### src/inc/bslc_regs.vh
`ifndef BSLC_REGS_VH
`define BSLC_REGS_VH

// ----------------------------------------
// Register map
// ----------------------------------------
`define BSLC_SETTINGS_ADDR 6'h1A
`define BSLC_SETTINGS_RESET 8'h6C
// Loop gains presented while reset holds, matching the reset settings
`define BSLC_KI_RESET 4'h4
`define BSLC_KP_RESET 3'h3

// ----------------------------------------
// Field positions
// ----------------------------------------
`define BSLC_PRE_KI_HI 7
`define BSLC_PRE_KI_LO 6
`define BSLC_PRE_KP_HI 5
`define BSLC_PRE_KP_LO 4
`define BSLC_POST_KI_BIT 3
`define BSLC_POST_KP_BIT 2
`define BSLC_LIMIT_HI 1
`define BSLC_LIMIT_LO 0

// ----------------------------------------
// Gain codes presented to the loop
// ----------------------------------------
// Integral gain in half steps of K_I: 1 = K_I/2, 2 = K_I ... 8 = 4K_I
`define BSLC_KI_HALF 4'h1
// Proportional gain in steps of K_P: 1 = K_P ... 4 = 4K_P
`define BSLC_KP_ONE 3'h1

// ----------------------------------------
// Rate offset limit, in 1/32 steps of the data rate
// ----------------------------------------
`define BSLC_LIMIT_OFF 3'h0
`define BSLC_LIMIT_3P125 3'h1
`define BSLC_LIMIT_6P25 3'h2
`define BSLC_LIMIT_12P5 3'h4

`endif

### src/hdl/bslc_gain_decode.v
`timescale 1ns/100ps
`default_nettype none
`include "bslc_regs.vh"

module bslc_gain_decode (
    // Register fields
    input wire [7:0] settings,
    input wire synced,
    // Decoded loop controls
    output reg [3:0] ki_half_steps,
    output reg [2:0] kp_steps,
    output reg [2:0] limit_32nds
);
    reg [3:0] pre_ki;
    reg [2:0] pre_kp;

    always @* begin
        // Pre-sync integral gain 1..4 K_I, held in half steps
        pre_ki = {1'b0, settings[`BSLC_PRE_KI_HI:`BSLC_PRE_KI_LO], 1'b0}
            + 4'h2;
        pre_kp = {1'b0, settings[`BSLC_PRE_KP_HI:`BSLC_PRE_KP_LO]}
            + 3'h1;
        ki_half_steps = pre_ki;
        kp_steps = pre_kp;
        if (synced) begin
            if (settings[`BSLC_POST_KI_BIT]) begin
                ki_half_steps = `BSLC_KI_HALF;
            end
            if (settings[`BSLC_POST_KP_BIT]) begin
                kp_steps = `BSLC_KP_ONE;
            end
        end
        case (settings[`BSLC_LIMIT_HI:`BSLC_LIMIT_LO])
            2'h0: limit_32nds = `BSLC_LIMIT_OFF;
            2'h1: limit_32nds = `BSLC_LIMIT_3P125;
            2'h2: limit_32nds = `BSLC_LIMIT_6P25;
            default: limit_32nds = `BSLC_LIMIT_12P5;
        endcase
    end
endmodule
`default_nettype wire

### src/hdl/bslc_config.v
`timescale 1ns/100ps
`default_nettype none
`include "bslc_regs.vh"

module bslc_config (
    // Clock and reset
    input wire core_clk,
    input wire rstn,
    // Register access from the serial interface
    input wire [5:0] reg_addr,
    input wire reg_wr,
    input wire [7:0] reg_wdata,
    output reg [7:0] reg_rdata_reg,
    // Clock recovery loop status
    input wire sync_detected,
    input wire sync_search_start,
    // Loop controls
    output reg [3:0] integral_gain_reg,
    output reg [2:0] proportional_gain_reg,
    output reg [2:0] rate_limit_reg,
    output reg loop_enable_reg
);
    // ----------------------------------------
    // Reset release
    // ----------------------------------------
    reg rst_meta_reg;
    reg rst_sync_reg;

    always @(posedge core_clk or negedge rstn) begin
        if (!rstn) begin
            rst_meta_reg <= 1'b0;
            rst_sync_reg <= 1'b0;
        end else begin
            rst_meta_reg <= 1'b1;
            rst_sync_reg <= rst_meta_reg;
        end
    end

    // ----------------------------------------
    // Settings register
    // ----------------------------------------
    reg [7:0] bit_sync_loop_settings_reg;
    reg synced_reg;
    reg synced_next;
    wire [3:0] ki_dec;
    wire [2:0] kp_dec;
    wire [2:0] lim_dec;

    always @(posedge core_clk or negedge rstn) begin
        if (!rstn) begin
            bit_sync_loop_settings_reg <= `BSLC_SETTINGS_RESET;
        end else if (!rst_sync_reg) begin
            bit_sync_loop_settings_reg <= `BSLC_SETTINGS_RESET;
        end else if (reg_wr && reg_addr == `BSLC_SETTINGS_ADDR) begin
            bit_sync_loop_settings_reg <= reg_wdata;
        end
    end

    // Unmapped addresses read zero; data is registered one cycle late
    always @(posedge core_clk or negedge rstn) begin
        if (!rstn) begin
            reg_rdata_reg <= 8'h00;
        end else if (reg_addr == `BSLC_SETTINGS_ADDR) begin
            reg_rdata_reg <= bit_sync_loop_settings_reg;
        end else begin
            reg_rdata_reg <= 8'h00;
        end
    end

    // ----------------------------------------
    // Search / synced phase
    // ----------------------------------------
    // A restart wins over a detection in the same cycle, so a fresh
    // search never begins on the slow post-sync gains.
    always @* begin
        synced_next = synced_reg;
        if (sync_search_start) begin
            synced_next = 1'b0;
        end else if (sync_detected) begin
            synced_next = 1'b1;
        end
    end

    always @(posedge core_clk or negedge rstn) begin
        if (!rstn) begin
            synced_reg <= 1'b0;
        end else if (!rst_sync_reg) begin
            synced_reg <= 1'b0;
        end else begin
            synced_reg <= synced_next;
        end
    end

    bslc_gain_decode u_decode (
        .settings(bit_sync_loop_settings_reg),
        .synced(synced_next),
        .ki_half_steps(ki_dec),
        .kp_steps(kp_dec),
        .limit_32nds(lim_dec)
    );

    // ----------------------------------------
    // Registered loop controls
    // ----------------------------------------
    always @(posedge core_clk or negedge rstn) begin
        if (!rstn) begin
            integral_gain_reg <= `BSLC_KI_RESET;
            proportional_gain_reg <= `BSLC_KP_RESET;
            rate_limit_reg <= `BSLC_LIMIT_OFF;
            loop_enable_reg <= 1'b0;
        end else begin
            integral_gain_reg <= ki_dec;
            proportional_gain_reg <= kp_dec;
            rate_limit_reg <= lim_dec;
            loop_enable_reg <= (lim_dec != `BSLC_LIMIT_OFF);
        end
    end
endmodule
`default_nettype wire

### config.mk
export PLATFORM = sky130hd
export DESIGN_NAME = bslc_config
export DESIGN_NICKNAME = d
export VERILOG_FILES = /design/src/hdl/bslc_gain_decode.v /design/src/hdl/bslc_config.v
export VERILOG_INCLUDE_DIRS = /design/src /design/src/inc
export SDC_FILE = /design/constraint.sdc
export NUM_CORES = 1
export LEC_CHECK = 0
export BUFFER_PORTS_ARGS = -buffer_cell sky130_fd_sc_hd__buf_2
export CAP_MARGIN = 10
export CORE_ASPECT_RATIO = 0.75
export CORE_UTILIZATION = 40
export CTS_BUF_LIST = sky130_fd_sc_hd__clkbuf_16
export DETAILED_ROUTE_END_ITERATION = 12
export PLACE_DENSITY = 0.75
export SYNTH_ARGS = -nofsm -noshare
export SYNTH_HDL_FRONTEND = slang
export SYNTH_SLANG_ARGS = --single-unit
export TNS_END_PERCENT = 5
### constraint.sdc
create_clock -name core_clk -period 1.1 [get_ports core_clk]
set_input_delay 0.055 -clock core_clk [delete_from_list [all_inputs] [get_ports core_clk]]
set_output_delay 0.055 -clock core_clk [all_outputs]
set_load 0.01 [all_outputs]
==> impl_metrics.toml <==
[run_status]
status = "complete, no violations"

[clock_network]
insertion_delay_ns = 0.27
cts_max_path_buffers = 2
cts_hold_buf = 1
numCtsBuffers = 5
cts_htree_levels = 2
cts.sinks = 30
cts_root_buf = "clkbuf_16"
cts_resized = 0
cts_setup_buffers = 0
clk_pin_slew_ns = 0.05
cts_tree = "yes"

[floorplan]
fp.coreArea_sq_um = 2660
rows = 16
start_util_pct = 43.1
die_w_microns = 63.9
die_h_microns = 48.4
die_area_sq_um = 3090
io_pins = 38

[detailed_routing]
avgRoutedWirePerCell_microns = 11.7
via_per_inst = 4.58
drtIter0Drc = 20
ant_nets = 0
drc = 0
routed_wl_mm = 2.00
vias = 783
first_pass_iters = 4

[finish]
num_antenna_cells = 0
drive_gt1_share_pct = 43.0
area_delta_synth_final_pct = 33.2
nets = 155

[worst_setup_path]
worstPathRequired_ns = 1.30
endpoint_kind = "flip-flop"
critPathLaunchType = "flip-flop"
rrSetupSlack_ns = 0.12
crit_fanout = 4
path_class = "flip-flop to flip-flop"
crit_arrival_ns = 1.18

[timing]
timing.final.ws_setup_ns = 0.120
skew_ns = 0.00668
finalHoldViolations = 0
fin_crit_ns = 0.980
rsz0062_at_grt = "no"
slew_viol_final = 0
finalCritPeriodShare_pct = 89.1
tns_ns = 0
max_freq_mhz = 1020
finalSetupViolCount = 0

[yosys]
synth_area_per_cell_sq_um = 12.9
synth_compound_area_share_pct = 3.92
synth_area_leader_cell = "dfrtp_1"
ys_types = 24
ys_seq_area_share_pct = 66.1
ys_warn_count = 0
synth_top_family_by_area = "simple AND/OR/NAND/NOR gates"
ys_ff_latch = 30
synthAdderAreaFrac_pct = 2.18
muxShareOfSynthArea_pct = 3.49
yosys.area_share.xor_xnor_pct = 0
synth_top_area_share_pct = 50.1
syn-num-nets = 110
syn_inst = 89
synth_simple_gate_area_share_pct = 21.6
yosys-top-cells-area = "dfrtp_1 (50%), dfstp_2 (16%), and3_1 (4.4%)"
syn_area_sq_um = 1150

[global_route]
grt_usage_pct = 16.0
grt-ovfl-total = 0
grt_pass1_vias = 769
grt_pass1_wl_mm = 3.38
grt_max_degree = 31
antenna_found_initial = 0

[worst_hold_path]
hp-class = "primary input to flip-flop"

[place]
portBuffers = 37
hpwl_mm = 1.42
dp_worst_setup_slack_ns = 0.127
gp_congestion = 0.862

[job]
drv_cap = 0

[power]
irDropWorstVdd_mv = 1.25
powerDensity_nw_per_um2 = 1640
p_leak_nw = 0.842
-- critical path, stage by stage (launching register included) --
cell,delay [ns]
dfstp_2,0.55
ha_1,0.22
and2_1,0.13
-- metrics by stage --
stage          cell area (sq um)  hold WS [ns]  util, %  instances  power, W
6_report                    1530        0.0146     57.5        171   0.00251
5_1_grt                     1530        0.0319     57.5        171   0.00263
4_1_cts                     1530        0.0112     57.5        171   0.00254
3_5_place_dp                1380        0.0760     51.9        162   0.00128
3_3_place_gp                1380        0.0712     51.9        162   0.00128
2_1_floorplan               1150        -0.241        -         89   0.00120
-- metal layers --
| layer | GRT usage [%] | vias up | wire length (microns) | part of all wire [%] |
|---|---|---|---|---|
| li1 | - | 397 | - | - |
| met1 | 18.9 | 361 | 888 | 45 |
| met2 | 21.1 | 21 | 938 | 47 |
| met3 | 10.8 | 4 | 130 | 6.5 |
| met4 | 9.47 | 0 | 38 | 1.9 |
| met5 | 0 | - | 0 | 0 |
-- placed cells by master, fill, tap and decap left out --
| cell | netlist | routed |
|---|---|---|
| dlygate4sd3_1 | 0 | 1 |
| and4bb_2 | 1 | 1 |
| dfrtp_1 | 23 | 23 |
| inv_1 | 2 | 3 |
| ha_1 | 2 | 2 |
| buf_2 | 1 | 37 |
| or2_2 | 1 | 1 |
| clkinv_2 | 0 | 2 |
| nor2b_1 | 2 | 2 |
| nand4bb_1 | 1 | 1 |
| conb_1 | 1 | 1 |
| mux2i_1 | 4 | 4 |
| o21ba_2 | 1 | 1 |
| nand2_1 | 11 | 11 |
| dfstp_2 | 7 | 7 |
| clkbuf_16 | 0 | 5 |
| buf_4 | 0 | 3 |
| nand3_1 | 4 | 4 |
| nand4_1 | 4 | 4 |
| and2_1 | 6 | 6 |
| nand2b_1 | 1 | 1 |
| nand3_4 | 1 | 1 |
| and3_1 | 8 | 8 |
| o31ai_1 | 4 | 4 |
| and2b_1 | 1 | 1 |
| a21oi_1 | 1 | 1 |
-- cells by family after synthesis --
logic type               Yosys count
AO/OA/AOI/OAI                      6
multiplexers                       4
buffers and inverters              5
adder cells (fa/ha/maj)            2
other                              1
AND/OR/NAND/NOR                   41
flip-flops                        30
-- cells in the mapped netlist --
library cell   n
dfrtp_1       23
nand2b_1       1
buf_6          1
ha_1           2
nor2b_1        2
nand3_4        1
inv_1          2
and3_1         8
buf_2          1
nand4_1        4
mux2i_1        4
o31ai_1        4
o21ba_2        1
a21oi_1        1
clkbuf_1       1
and4bb_2       1
or2_2          1
conb_1         1
nand3_1        4
dfstp_2        7
and2b_1        1
nand4bb_1      1
nand2_1       11
and2_1         6
-- report_power, final --
| part | switching, W | leakage, nW | internal [W] | total [W] |
|---|---|---|---|---|
| combinational | 0.0000700 | 0.379 | 0.0000558 | 0.000126 |
| sequential | 0.0000107 | 0.388 | 0.00113 | 0.00114 |
| clock | 0.000431 | 0.0748 | 0.000815 | 0.00125 |
-- final timing paths --
path / from / end / depth (start not counted)
setup reg to reg: bit_sync_loop_settings_reg[6] / integral_gain_reg[2] / 2
setup / recovery: bit_sync_loop_settings_reg[6] / integral_gain_reg[2] / 2
hold / removal: reg_wdata[3] / bit_sync_loop_settings_reg[3] / 3
hold reg to reg: rst_meta_reg / rst_sync_reg / 0
min in group asynchronous: rstn / integral_gain_reg[1] / 3
max in group asynchronous: rstn / integral_gain_reg[2] / 3
-- layout make-up --
| cell class | instances | area, sq um |
|---|---|---|
| clock buffers | 5 | 125 |
| fillers | 239 | 1130 |
| well taps | 36 | 45.0 |
| inverters | 2 | 7.51 |
| repair buffers | 41 | 218 |
| clock inverters | 3 | 13.8 |
| flip-flops and latches | 30 | 759 |
| multi-input cells | 54 | 362 |
Power figures use the tool's default switching activity.
